**src/fmcsp_pkg.sv**
```systemverilog
/*
 * Constants of the fieldbus master stop-policy block: register map,
 * field positions, reset values, setting ranges and the FSM states.
 * Assumes a 125 MHz pclk.
 */
`default_nettype none
package fmcsp_pkg;
   // ***********************************************
   // Clock and time units
   // ***********************************************
   localparam int  CLK_MHZ        = 125;
   localparam int  POLL_UNIT_US   = 100;
   localparam int  POLL_UNIT_CYC  = POLL_UNIT_US * CLK_MHZ;
   localparam int  BOOT_CYC       = 4;
   // ***********************************************
   // Register byte addresses
   // ***********************************************
   localparam logic [7:0] A_CTRL = 8'h00;
   localparam logic [7:0] A_STAT = 8'h04;
   localparam logic [7:0] A_MODE = 8'h08;
   localparam logic [7:0] A_BAUD = 8'h0C;
   localparam logic [7:0] A_ADDR = 8'h10;
   localparam logic [7:0] A_IVL  = 8'h14;
   localparam logic [7:0] A_DCT  = 8'h18;
   localparam logic [7:0] A_WDT  = 8'h1C;
   localparam logic [7:0] A_NAME = 8'h20;
   localparam logic [7:0] A_OUT  = 8'h24;
   localparam logic [7:0] A_IN   = 8'h28;
   // ***********************************************
   // Field positions
   // ***********************************************
   localparam int  B_START   = 0;
   localparam int  B_MODECHG = 1;
   localparam int  B_ERRACT  = 2;
   // ***********************************************
   // Ranges and reset values
   // ***********************************************
   localparam logic [15:0] SW1_STOP   = 16'h0001;
   localparam logic [3:0]  BAUD_MAX   = 4'h9;
   localparam logic [3:0]  BAUD_DEF   = 4'h6;
   localparam logic [6:0]  ADDR_MAX   = 7'h7D;
   localparam logic [6:0]  ADDR_DEF   = 7'h00;
   localparam logic [4:0]  NAME_MAX   = 5'h11;
   localparam logic [15:0] IVL_DEF    = 16'h0014;
   localparam logic [15:0] DCT_DEF    = 16'h0064;
   localparam logic [15:0] WDT_DEF    = 16'h0005;
   localparam logic [15:0] WDT_MAX    = 16'hFE01;
   localparam logic [2:0]  DCT_FACTOR = 3'h6;
   localparam logic [7:0]  MODE_DEF   = 8'h00;
   // ***********************************************
   // Exchange states
   // ***********************************************
   typedef enum logic [3:0] {
      ST_IDLE  = 4'b0001,
      ST_RUN   = 4'b0010,
      ST_HALT  = 4'b0100,
      ST_CLEAR = 4'b1000
   } fmcsp_state_e;
endpackage
`default_nettype wire

```
**src/fmcsp_stream_if.sv**
```systemverilog
/*
 * Valid/ready word stream between the block's own modules.
 * Assumes one clock shared by both ends.
 */
`timescale 1ns/1ps
`default_nettype none
interface fmcsp_stream_if #(parameter int W = 32);
   logic         valid;
   logic         ready;
   logic [W-1:0] data;
   modport src (output valid, output data, input ready);
   modport snk (input valid, input data, output ready);
endinterface
`default_nettype wire

```
**src/fmcsp_buf2.sv**
```systemverilog
/*
 * Two-entry buffer with valid and ready on both sides.
 * Assumes both ends on pclk.
 */
`timescale 1ns/1ps
`default_nettype none
module fmcsp_buf2 #(
   parameter int W     = 32,
   parameter int DEPTH = 2
) (
   // Clock and reset
   input wire logic    pclk,
   input wire logic    presetn,
   // Streams
   fmcsp_stream_if.snk s,
   fmcsp_stream_if.src m
);
   localparam int AW = $clog2(DEPTH);
   logic [W-1:0] mem_r [DEPTH];
   logic [AW-1:0] wp_r;
   logic [AW-1:0] rp_r;
   logic [AW:0]   cnt_r;
   logic          push;
   logic          pop;

   // Handshakes; full and empty from the count
   assign s.ready = (cnt_r != (AW+1)'(DEPTH));
   assign m.valid = (cnt_r != '0);
   assign m.data  = mem_r[rp_r];
   assign push    = s.valid & s.ready;
   assign pop     = m.valid & m.ready;

   // Storage
   always_ff @(posedge pclk) begin
      if (push) begin
         mem_r[wp_r] <= s.data;
      end
   end

   // Pointers and count
   always_ff @(posedge pclk or negedge presetn) begin
      if (!presetn) begin
         wp_r  <= '0;
         rp_r  <= '0;
         cnt_r <= '0;
      end else begin
         if (push) wp_r <= (wp_r == AW'(DEPTH-1)) ? '0 : wp_r + 1'b1;
         if (pop)  rp_r <= (rp_r == AW'(DEPTH-1)) ? '0 : rp_r + 1'b1;
         cnt_r <= cnt_r + (AW+1)'(push) - (AW+1)'(pop);
      end
   end
endmodule // fmcsp_buf2
`default_nettype wire

```
**src/fmcsp_master.sv**
```systemverilog
/*
 * Fieldbus master cyclic exchange core with CPU stop-error policy,
 * APB register file and master settings.
 * Assumes APB master on pclk; host stop error and switch 1 are pins
 * from another domain; link stream and slave error on pclk.
 */
`timescale 1ns/1ps
`default_nettype none
module fmcsp_master import fmcsp_pkg::*; #(
   parameter int POLL_CYC = POLL_UNIT_CYC
) (
   // Clock and reset
   input  wire logic        pclk,
   input  wire logic        presetn,
   // APB slave
   input  wire logic        psel,
   input  wire logic        penable,
   input  wire logic        pwrite,
   input  wire logic [7:0]  paddr,
   input  wire logic [31:0] pwdata,
   output logic [31:0]      prdata,
   output logic             pready,
   output logic             pslverr,
   // Host pins
   input  wire logic        cpu_stop_err,
   input  wire logic [15:0] sw1_cfg,
   // Link side
   output logic             tx_valid,
   input  wire logic        tx_ready,
   output logic [31:0]      tx_data,
   input  wire logic        rx_valid,
   output logic             rx_ready,
   input  wire logic [31:0] rx_data,
   input  wire logic        slave_err,
   output logic             clear_req,
   // Settings to the link layer
   output logic [3:0]       baud_sel,
   output logic [6:0]       station_addr,
   output logic [15:0]      data_ctrl_time
);
   // ***********************************************
   // Declarations
   // ***********************************************
   fmcsp_state_e st_r, st_nxt;
   fmcsp_stream_if #(.W(32)) txq_in ();
   fmcsp_stream_if #(.W(32)) txq_out ();
   logic        stop_s1_r, stop_s2_r;
   logic [15:0] sw_s1_r, sw_s2_r;
   logic [2:0]  boot_r;
   logic        boot_done_r, policy_stop_r;
   logic        start_r, modechg_r, modechg_d_r, erract_r;
   logic [7:0]  mode_r;
   logic [3:0]  baud_r;
   logic [6:0]  addr_r;
   logic [15:0] ivl_r, dct_r, wdt_r;
   logic [4:0]  name_r;
   logic [31:0] out_img_r, in_img_r, prdata_r;
   logic        clear_r, pend_r, tick, push;
   logic        wr, rd_setup, mapped, mode_edge;

   // ***********************************************
   // APB decode
   // ***********************************************
   assign wr        = psel & penable & pwrite;
   assign rd_setup  = psel & ~penable;
   assign mapped    = (paddr <= A_IN) && (paddr[1:0] == 2'b00);
   assign pready    = 1'b1;                 // No wait states
   assign pslverr   = psel & penable & ~mapped;
   assign prdata    = prdata_r;
   assign mode_edge = modechg_r & ~modechg_d_r;

   // Read data captured in the setup cycle
   always_ff @(posedge pclk or negedge presetn) begin
      if (!presetn) begin
         prdata_r <= '0;
      end else if (rd_setup) begin
         case (paddr)
            A_CTRL:  prdata_r <= {29'h0, erract_r, modechg_r, start_r};
            A_STAT:  prdata_r <= {26'h0, clear_r, policy_stop_r,
                                  st_r == ST_HALT, stop_s2_r,
                                  boot_done_r, st_r == ST_RUN};
            A_MODE:  prdata_r <= {24'h0, mode_r};
            A_BAUD:  prdata_r <= {28'h0, baud_r};
            A_ADDR:  prdata_r <= {25'h0, addr_r};
            A_IVL:   prdata_r <= {16'h0, ivl_r};
            A_DCT:   prdata_r <= {16'h0, dct_r};
            A_WDT:   prdata_r <= {16'h0, wdt_r};
            A_NAME:  prdata_r <= {27'h0, name_r};
            A_OUT:   prdata_r <= out_img_r;
            A_IN:    prdata_r <= in_img_r;
            default: prdata_r <= '0;
         endcase
      end
   end

   // ***********************************************
   // Host pin synchronisers and start-up strap
   // ***********************************************
   // Two-flop synchronisers
   always_ff @(posedge pclk or negedge presetn) begin
      if (!presetn) begin
         stop_s1_r <= 1'b0;
         stop_s2_r <= 1'b0;
         sw_s1_r   <= '0;
         sw_s2_r   <= '0;
      end else begin
         stop_s1_r <= cpu_stop_err;
         stop_s2_r <= stop_s1_r;
         sw_s1_r   <= sw1_cfg;
         sw_s2_r   <= sw_s1_r;
      end
   end

   always_ff @(posedge pclk or negedge presetn) begin
      if (!presetn) begin
         boot_r        <= '0;
         boot_done_r   <= 1'b0;
         policy_stop_r <= 1'b0;
      end else if (!boot_done_r) begin
         boot_r <= boot_r + 3'h1;
         if (boot_r == 3'(BOOT_CYC - 1)) begin
            boot_done_r   <= 1'b1;
            policy_stop_r <= (sw_s2_r == SW1_STOP);
         end
      end
   end

   // ***********************************************
   // Control and settings registers
   // ***********************************************
   // Request bits and mode word
   always_ff @(posedge pclk or negedge presetn) begin
      if (!presetn) begin
         start_r     <= 1'b0;
         modechg_r   <= 1'b0;
         modechg_d_r <= 1'b0;
         erract_r    <= 1'b0;
         mode_r      <= MODE_DEF;
      end else begin
         modechg_d_r <= modechg_r;
         if (wr && paddr == A_CTRL) begin
            start_r   <= pwdata[B_START];
            modechg_r <= pwdata[B_MODECHG];
            erract_r  <= pwdata[B_ERRACT];
         end
         if (wr && paddr == A_MODE) mode_r <= pwdata[7:0];
      end
   end

   // Settings; out-of-range writes are ignored
   always_ff @(posedge pclk or negedge presetn) begin
      if (!presetn) begin
         baud_r <= BAUD_DEF;
         addr_r <= ADDR_DEF;
         ivl_r  <= IVL_DEF;
         dct_r  <= DCT_DEF;
         wdt_r  <= WDT_DEF;
         name_r <= '0;
      end else if (wr) begin
         if (paddr == A_BAUD && pwdata <= 32'(BAUD_MAX))
            baud_r <= pwdata[3:0];
         if (paddr == A_ADDR && pwdata <= 32'(ADDR_MAX))
            addr_r <= pwdata[6:0];
         if (paddr == A_IVL && pwdata[31:16] == '0 && pwdata[15:0] != '0)
            ivl_r <= pwdata[15:0];
         if (paddr == A_DCT && pwdata[31:16] == '0 &&
             {3'h0, pwdata[15:0]} >= 19'(wdt_r) * 19'(DCT_FACTOR))
            dct_r <= pwdata[15:0];
         if (paddr == A_WDT && pwdata[31:16] == '0 &&
             pwdata[15:0] != '0 && pwdata[15:0] <= WDT_MAX &&
             19'(pwdata[15:0]) * 19'(DCT_FACTOR) <= {3'h0, dct_r})
            wdt_r <= pwdata[15:0];
         if (paddr == A_NAME && pwdata <= 32'(NAME_MAX))
            name_r <= pwdata[4:0];
      end
   end

   assign baud_sel       = baud_r;
   assign station_addr   = addr_r;
   assign data_ctrl_time = dct_r;

   // ***********************************************
   // Exchange state machine
   // ***********************************************
   // Next state
   always_comb begin
      st_nxt = st_r;
      case (st_r)
         ST_IDLE: begin
            // start request
            // Held mode request keeps exchange off
            if (boot_done_r && start_r && !modechg_r &&
                !(policy_stop_r && stop_s2_r))
               st_nxt = ST_RUN;
         end
         ST_RUN: begin
            if (policy_stop_r && stop_s2_r)
               st_nxt = ST_HALT;
            else if (erract_r && slave_err)
               st_nxt = ST_CLEAR;
            else if (!start_r || mode_edge)
               st_nxt = ST_IDLE;
         end
         ST_HALT, ST_CLEAR: begin
            if (!start_r)
               st_nxt = ST_IDLE;
         end
         default: st_nxt = ST_IDLE;
      endcase
   end

   // State register
   always_ff @(posedge pclk or negedge presetn) begin
      if (!presetn) st_r <= ST_IDLE;
      else          st_r <= st_nxt;
   end

   // Clear pulse and clear status
   always_ff @(posedge pclk or negedge presetn) begin
      if (!presetn) begin
         clear_r   <= 1'b0;
         clear_req <= 1'b0;
      end else begin
         clear_req <= (st_r == ST_RUN) && (st_nxt == ST_CLEAR);
         clear_r   <= (st_nxt == ST_CLEAR);
      end
   end

   // ***********************************************
   // I/O images
   // ***********************************************
   // output image frozen during stop error
   always_ff @(posedge pclk or negedge presetn) begin
      if (!presetn)
         out_img_r <= '0;
      else if (wr && paddr == A_OUT && !stop_s2_r)
         out_img_r <= pwdata;
   end

   always_ff @(posedge pclk or negedge presetn) begin
      if (!presetn)
         in_img_r <= '0;
      else if (rx_valid && st_r == ST_RUN)
         in_img_r <= rx_data;
   end
   assign rx_ready = 1'b1;

   // ***********************************************
   // Cyclic transmit
   // ***********************************************
   fmcsp_ticker #(.UNIT_CYC(POLL_CYC)) u_tick (
      .pclk     (pclk),
      .presetn  (presetn),
      .en       (st_r == ST_RUN),
      .interval (ivl_r),
      .tick     (tick)
   );

   assign push          = pend_r & (st_r == ST_RUN);
   assign txq_in.valid  = push;
   assign txq_in.data   = out_img_r;

   // Pending cycle held until the buffer takes it
   always_ff @(posedge pclk or negedge presetn) begin
      if (!presetn)
         pend_r <= 1'b0;
      else if (st_r != ST_RUN)
         pend_r <= 1'b0;
      else if (tick)
         pend_r <= 1'b1;
      else if (push && txq_in.ready)
         pend_r <= 1'b0;
   end

   fmcsp_buf2 #(.W(32), .DEPTH(2)) u_txq (
      .pclk    (pclk),
      .presetn (presetn),
      .s       (txq_in.snk),
      .m       (txq_out.src)
   );
   assign tx_valid      = txq_out.valid;
   assign tx_data       = txq_out.data;
   assign txq_out.ready = tx_ready;
endmodule // fmcsp_master
`default_nettype wire

```
**src/fmcsp_ticker.sv**
```systemverilog
/*
 * Poll interval ticker: one pulse per interval of UNIT_CYC-cycle units.
 * Assumes interval is never zero while enabled.
 */
`timescale 1ns/1ps
`default_nettype none
module fmcsp_ticker #(
   parameter int UNIT_CYC = 12500
) (
   // Clock and reset
   input wire logic        pclk,
   input wire logic        presetn,
   // Control
   input wire logic        en,
   input wire logic [15:0] interval,
   output logic            tick
);
   logic [31:0] ucnt_r;
   logic [15:0] icnt_r;
   logic        unit_end;

   assign unit_end = (ucnt_r == 32'(UNIT_CYC - 1));
   assign tick     = en & unit_end & (icnt_r >= interval - 16'h0001);

   // Unit and interval counters, cleared while disabled
   always_ff @(posedge pclk or negedge presetn) begin
      if (!presetn) begin
         ucnt_r <= '0;
         icnt_r <= '0;
      end else if (!en || tick) begin
         ucnt_r <= '0;
         icnt_r <= '0;
      end else if (unit_end) begin
         ucnt_r <= '0;
         icnt_r <= icnt_r + 16'h0001;
      end else begin
         ucnt_r <= ucnt_r + 32'h0000_0001;
      end
   end
endmodule // fmcsp_ticker
`default_nettype wire
```
**config.mk**
```make
export PLATFORM = sky130hd
export DESIGN_NAME = fmcsp_master
export DESIGN_NICKNAME = d
export VERILOG_FILES = /design/src/fmcsp_pkg.sv /design/src/fmcsp_stream_if.sv /design/src/fmcsp_buf2.sv /design/src/fmcsp_master.sv /design/src/fmcsp_ticker.sv
export SDC_FILE = /design/constraint.sdc
export NUM_CORES = 1
export LEC_CHECK = 0
export BUFFER_PORTS_ARGS = -buffer_cell sky130_fd_sc_hd__buf_2
export CAP_MARGIN = 10
export CORE_AREA = 10 10 215 217
export DETAILED_ROUTE_END_ITERATION = 8
export DIE_AREA = 0 0 225 227
export GPL_ROUTABILITY_DRIVEN = 1
export MAX_ROUTING_LAYER = met4
export PLACE_DENSITY = 0.58
export SYNTH_ARGS = -nofsm -noshare
export SYNTH_HDL_FRONTEND = slang
export SYNTH_SLANG_ARGS = --single-unit
```
**constraint.sdc**
```tcl
create_clock -name pclk -period 8.3 [get_ports pclk]
set_clock_uncertainty 0.2 [all_clocks]
set_input_delay 1.66 -clock pclk [delete_from_list [all_inputs] [get_ports pclk]]
set_output_delay 1.66 -clock pclk [all_outputs]
set_load 0.02 [all_outputs]
```
# Yosys cells after proc, flatten, opt, wreduce, memory -nomap -nowiden
# Memories as Yosys holds them, arrays and structs flattened.
# Cells that the tools add are included.
# W data, S select, Z words.
[totals]
n_memories = 1
rom_bits = 0
output_inout_bits = 96
inputBits = 97
ram_bits = 64
wordCells = 149
regBits = 270
latch_bits = 0
[classes]
shift = 0
multipliers = 2
addsub = 8
eq_ne = 20
n_mux = 20
n_bitwise = 14
n_reduce_logical = 46
magnitude_cmp = 8
n_div = 0
[memory_table]
columns = ["name", "words", "word_bits", "rd", "rd_clocked_by_memory_dff", "write_ports", "line", "source"]
rows = [
  ["u_txq.mem_r", 2, 32, 1, 0, 1, "fmcsp_buf2.sv:19", "logic [W-1:0] mem_r [DEPTH];"],
]
[op_table]
columns = ["op", "count"]
rows = [
  ["$pmux W32 S11", 1],
  ["$mux W32", 2],
  ["$mul A16 B2 Y18 const B", 2],
  ["$add A32 B1 Y32 const B", 1],
  ["$eq A32 B14 Y1 const B", 1],
  ["$eq A8 B5 Y1 const B", 4],
  ["$le A32 B4 Y1 const B", 1],
  ["$le A32 B5 Y1 const B", 1],
  ["$le A32 B7 Y1 const B", 1],
  ["$mux W16", 2],
  ["$eq A8 B6 Y1 const B", 3],
  ["$logic_and A1 B1 Y1", 24],
  ["$mux W4", 5],
  ["$ge A16 B19 Y1", 1],
  ["$le A19 B16 Y1", 1],
  ["$add A16 B1 Y16 const B", 1],
  ["$eq A16 B1 Y1 const B", 1],
  ["$eq A8 B4 Y1 const B", 2],
  ["$ge A16 B16 Y1", 1],
  ["$le A16 B16 Y1 const B", 1],
  ["$logic_not A16 Y1", 1],
  ["$reduce_bool A16 Y1", 1],
  ["$sub A16 B1 Y16 const B", 1],
  ["$reduce_and A2 Y1", 7],
  ["other kinds (24)", 52],
]

# Logic depth before layout (Yosys ltp)
[logic_depth]
depth_word = 9
depth_mapped = 20
depth_no_buf = 19

# Modules after synthesis
# Synthesis repeated with hierarchy kept, for this count alone.
[unflattened]
hier_cells = 1565
area_unflattened_um2 = 17356.6
[modules_own_cells]
columns = ["mod", "cells_each", "seq_area_each_um2", "area_per_inst_um2", "n_inst"]
rows = [
  ["fmcsp_master", 1084, 5467.7, 11542.3, 1],
  ["fmcsp_ticker", 362, 1201.2, 3169.3, 1],
  ["fmcsp_buf2", 119, 2021.9, 2645.0, 1],
]

# Worst setup path before layout
# Ideal clock, no wire load.
[synth_timing]
path_kind = "input -> register"
from = "input pwdata[2]"
to = "register wdt_r[10]"
path_slack_ns = 2.481
n_path_buf = 1
path_stages = 18
setup_ns = 0.125
arrival_ns = 5.493
required_ns = 7.975
path_cell_list = "inv_1 > ha_1 > and2b_1 > o31a_2 > o22a_2 > a41o_1 > o21ai_0 > nor2b_1 > xnor2_1 > ha_1 > nand2_1 > nor4_1 > a22oi_1 > nor4_2 > mux2i_1 > a211oi_4 > buf_12 > mux2_4"
[synth_between]
elab_chain_cells = 5
word_cells_on_any_way = 8
cone_classes = "mul (1); order compare (2); reduce/logical (5)"
[synth_rtl]
columns = ["element", "line", "source"]
rows = [
  ["from (decl)", "fmcsp_master.sv:20", "input wire logic [31:0] pwdata,"],
  ["branches (longest 3 deep; another with $le A19 B16 Y1)", "-", ""],
  ["$logic_and A1 B1 Y1 (*)", "fmcsp_master.sv:170", "pwdata[15:0] != '0 && pwdata[15:0] <= WDT_MAX &&"],
  ["$reduce_and A2 Y1 (no source line) (*)", "-", ""],
  ["to (signal assigned)", "fmcsp_master.sv:172", "wdt_r <= pwdata[15:0];"],
  ["to (decl)", "fmcsp_master.sv:55", "logic [15:0] ivl_r, dct_r, wdt_r;"],
]
# Every way passes the cells marked *.
# A chain may end at the register's enable or synchronous reset.

# Worst setup path after layout
[layout_timing]
from = "input pwdata[2]"
to = "register wdt_r[6]"
# Same word-level chain as after synthesis.

==> impl_metrics.csv <==
group,metric,value,unit
timing,worst_pin_slew,1.09,ns
final_layout,syn2layout_area_growth,17.7,%
final_layout,fin_util,46.5,%
global_routing,grt_pass1_wl,72800,um
global_routing,grt_pass1_vias,12111,
logic_synthesis,async_reset_ff_share,80.8,%
pwr,p_int,0.00294,W
clock_tree,cts_root_buffer,"clkbuf_16",
pwr,power_frac_comb,10.4,%
detailed_routing,wire_per_inst,21.4,um
logic_synthesis,syn_area,16500,um^2
floorplanning,num_rows,75,
pwr,swShare,24.6,%
clock_tree,cts_htree_levels,2,
floorplanning,die_h,227,um
floorplanning,start_util,39.5,%
floorplanning,core-area,41800,um^2
global_routing,grt_start_max_net_pins,156,
timing,max_freq,157,MHz
final_layout,fillers,3891,
detailed_routing,vias,12115,
floorplanning,die_w,225,um
timing,min_period,6.36,ns
logic_synthesis,synthFlopType,"dfrtp_1",
logic_synthesis,ys_seq_area_share,52.7,%
clock_tree,hold_buffers,0,
logic_synthesis,yosys.area.top_type_share,39.4,%
clock_tree,clk_latency,0.55,ns
logic_synthesis,synth_seq_cells,334,
global_routing,antenna_found_initial,6,
pwr,p_per_area,200,nW/um^2
timing,hold_viol_final,0,
outcome,status,"completed",
floorplanning,die_area,51100,um^2
pwr,switching_power,0.000956,W
global_routing,grt.total_usage,19.0,%
final_layout,final_cells,2217,
clock_tree,clkTransAtPathRegs,0.06,ns
worst_hold_path,worstHoldPathType,"reg -> reg",
clock_tree,cts.repair_timing.setup_buffer_count,0,
logic_synthesis,synth_area_per_cell,11.4,um^2
critical_path,cp_data_required_time,8.53,ns
final_layout,nNetsFinal,1850,
pwr,p_total,0.00389,W
placed_design,preCtsSetupSlack,1.40,ns
critical_path,end_kind,"register",
global_routing,gr-total-overflow,0,
job,drv_cap,0,
clock_tree,cts_max_path_buffers,3,
placed_design,dp_cells,2144,
logic_synthesis,yosys_warnings,0,
pwr,vdd_drop_max,129,uV
logic_synthesis,ys_top_cells_by_area,"dfrtp_1 39%, edfxtp_1 12%, ha_1 8.0%",
pwr,p_clk_share,45.3,%
logic_synthesis,netlist-cell-type-count,72,
detailed_routing,final_antenna_net_count,0,
timing,finalMaxSlewViolations,0,
final_layout,layout_commonest_cell,"dfrtp_1",
timing,setup_viol,0,
clock_tree,cts_made_buffers,38,
critical_path,start_kind,"primary input",
detailed_routing,drtPass1Iterations,5,
clock_tree,cts_num_sinks,334,
placed_design,io_buffers,190,
pwr,seq_power_share,44.3,%
floorplanning,ios,193,
critical_path,critPathKind,"in -> reg",
timing,finalCritPeriodShare,76.7,%
placed_design,hpwl,34200,um
critical_path,critPathMaxFanout,15,
logic_synthesis,synth_edf_count,64,
clock_tree,cts_resized,0,
timing,setup_slack,1.94,ns
final_layout,final_cell_mix,"260 x dfrtp_1, 189 x buf_2, 117 x nor2_1",
final_layout,drive_above_1_share,23.9,%
timing,relSlewSlack,27.4,%
critical_path,arrival,6.60,ns
timing,final.setup.tns,0,ns
detailed_routing,via_per_inst,5.46,
detailed_routing,drc_errors,0,
logic_synthesis,synth_area_leader_cell,"dfrtp_1",
logic_synthesis,synth_cells,1444,
timing,rsz0062_at_grt,"no",
placed_design,place_congestion,0.914,
detailed_routing,drt_first_iter_violations,1010,
detailed_routing,routed_wl,47500,um
clock_tree,cts_tree,"built",
pwr,leakage,8.82,nW
## worst max-delay path: stages
cell and delay (ns):
buf_2 0.15, inv_1 0.28, ha_1 0.34, and2b_1 0.19
o31a_2 0.32, o22a_2 0.25, a41o_1 0.30, o21ai_0 0.14
nor2b_1 0.17, xnor2_1 0.08, ha_1 0.27, nand2_1 0.08
nor4_1 0.39, a22oi_1 0.22, nor4_2 0.25, mux2i_1 0.18
a211oi_4 0.92, mux2_1 0.39
## final cells by class
| type | instances | area, um^2 | area share [%] |
|---|---|---|---|
| Sequential cell | 334 | 8690 | 44.7 |
| Multi-Input combinational cell | 1005 | 7430 | 38.3 |
| Timing Repair Buffer | 206 | 1090 | 5.63 |
| Clock buffer | 52 | 1050 | 5.43 |
| Tap cell | 539 | 674 | 3.47 |
| Clock inverter | 17 | 243 | 1.25 |
| Inverter | 61 | 229 | 1.18 |
| Antenna cell | 3 | 7.51 | 0.0386 |
## sequential cells by signal (all words and copies together), names as in the netlist, 2 cells and up
register,cells
u_txq.cnt_r,2
u_txq.mem_r,64
u_tick.ucnt_r,32
wdt_r,16
boot_r,3
name_r,5
in_img_r,32
sw_s1_r,16
data_ctrl_time,16
station_addr,7
st_r,4
prdata,32
u_tick.icnt_r,16
ivl_r,16
mode_r,8
out_img_r,32
baud_sel,4
sw_s2_r,16
## final timing paths
check                                          start                            end  slack (ns)  cells after the start
worst max-delay path                       pwdata[2]           wdt_r[6]$_DFFE_PN0P_        1.94                     18
worst min-delay path            sw_s1_r[4]$_DFF_PN0_           sw_s2_r[4]$_DFF_PN0_        0.15                      0
worst max register to register  wdt_r[1]$_DFFE_PN0P_  data_ctrl_time[0]$_DFFE_PN0P_        3.26                     18
worst min register to register  sw_s1_r[4]$_DFF_PN0_           sw_s2_r[4]$_DFF_PN0_        0.15                      0
max in group asynchronous                    presetn      out_img_r[10]$_DFFE_PN0P_        5.54                      2
min in group asynchronous                    presetn           sw_s1_r[6]$_DFF_PN0_        0.96                      1
## power by group through the flow
stage,combinational (W),clock [W],sequential (W)
after floorplan,0.000224,0,0.00177
after global placement,0.000409,0,0.00175
after detailed placement,0.000412,0,0.00175
after CTS,0.000414,0.00180,0.00172
after global routing,0.000448,0.00187,0.00173
final,0.000406,0.00176,0.00172
## cells in the mapped netlist, drive strengths merged, types with 5 or more instances
| master | instances |
|---|---|
| mux2i | 18 |
| or3 | 5 |
| nand2 | 105 |
| nand3 | 29 |
| a222oi | 10 |
| nor2 | 120 |
| inv | 61 |
| a21oi | 48 |
| nand2b | 9 |
| edfxtp | 64 |
| ha | 105 |
| or4 | 7 |
| a211oi | 10 |
| and3 | 17 |
| a22oi | 29 |
| a31oi | 14 |
| mux2 | 112 |
| buf | 7 |
| nand3b | 9 |
| a21o | 21 |
| dfstp | 10 |
| xor2 | 49 |
| nor3 | 30 |
| nor4 | 17 |
| nor4b | 5 |
| a221oi | 24 |
| nor2b | 10 |
| nand4 | 20 |
| o21a | 7 |
| dfrtp | 260 |
| xnor2 | 35 |
| a22o | 5 |
| o21ai | 83 |
| clkbuf | 38 |
## through the flow
| step | instance area (um^2) | hold WS [ns] |
|---|---|---|
| after floorplan | 16500 | 0.131 |
| after CTS | 19400 | 0.148 |
| final | 19400 | 0.146 |
| after global routing | 19400 | 0.150 |
| after global placement | 18100 | 0.134 |
| after detailed placement | 18100 | 0.136 |
## kinds of logic (layout without fill, tap and decap cells)
kind of cell | count (synthesis) | in the layout | synth area share (%)
xor+xnor | 84 | 84 | 4.46
flops | 334 | 334 | 52.7
compound gates | 285 | 285 | 11.6
simple gates | 397 | 397 | 11.6
buf+inv | 106 | 336 | 2.58
fa+ha+maj | 107 | 107 | 8.20
other cells | 1 | 5 | 0.0227
mux | 130 | 130 | 8.94
## metal layers
layer | routed length [um] | share of wire (%) | GRT usage [%]
met5 | 0 | 0 | -
met4 | 1180 | 2.5 | 5.92
met3 | 3360 | 7.1 | 4.36
met2 | 20300 | 43 | 27.2
met1 | 22600 | 48 | 26.1
Power figures use the tool's default switching activity.
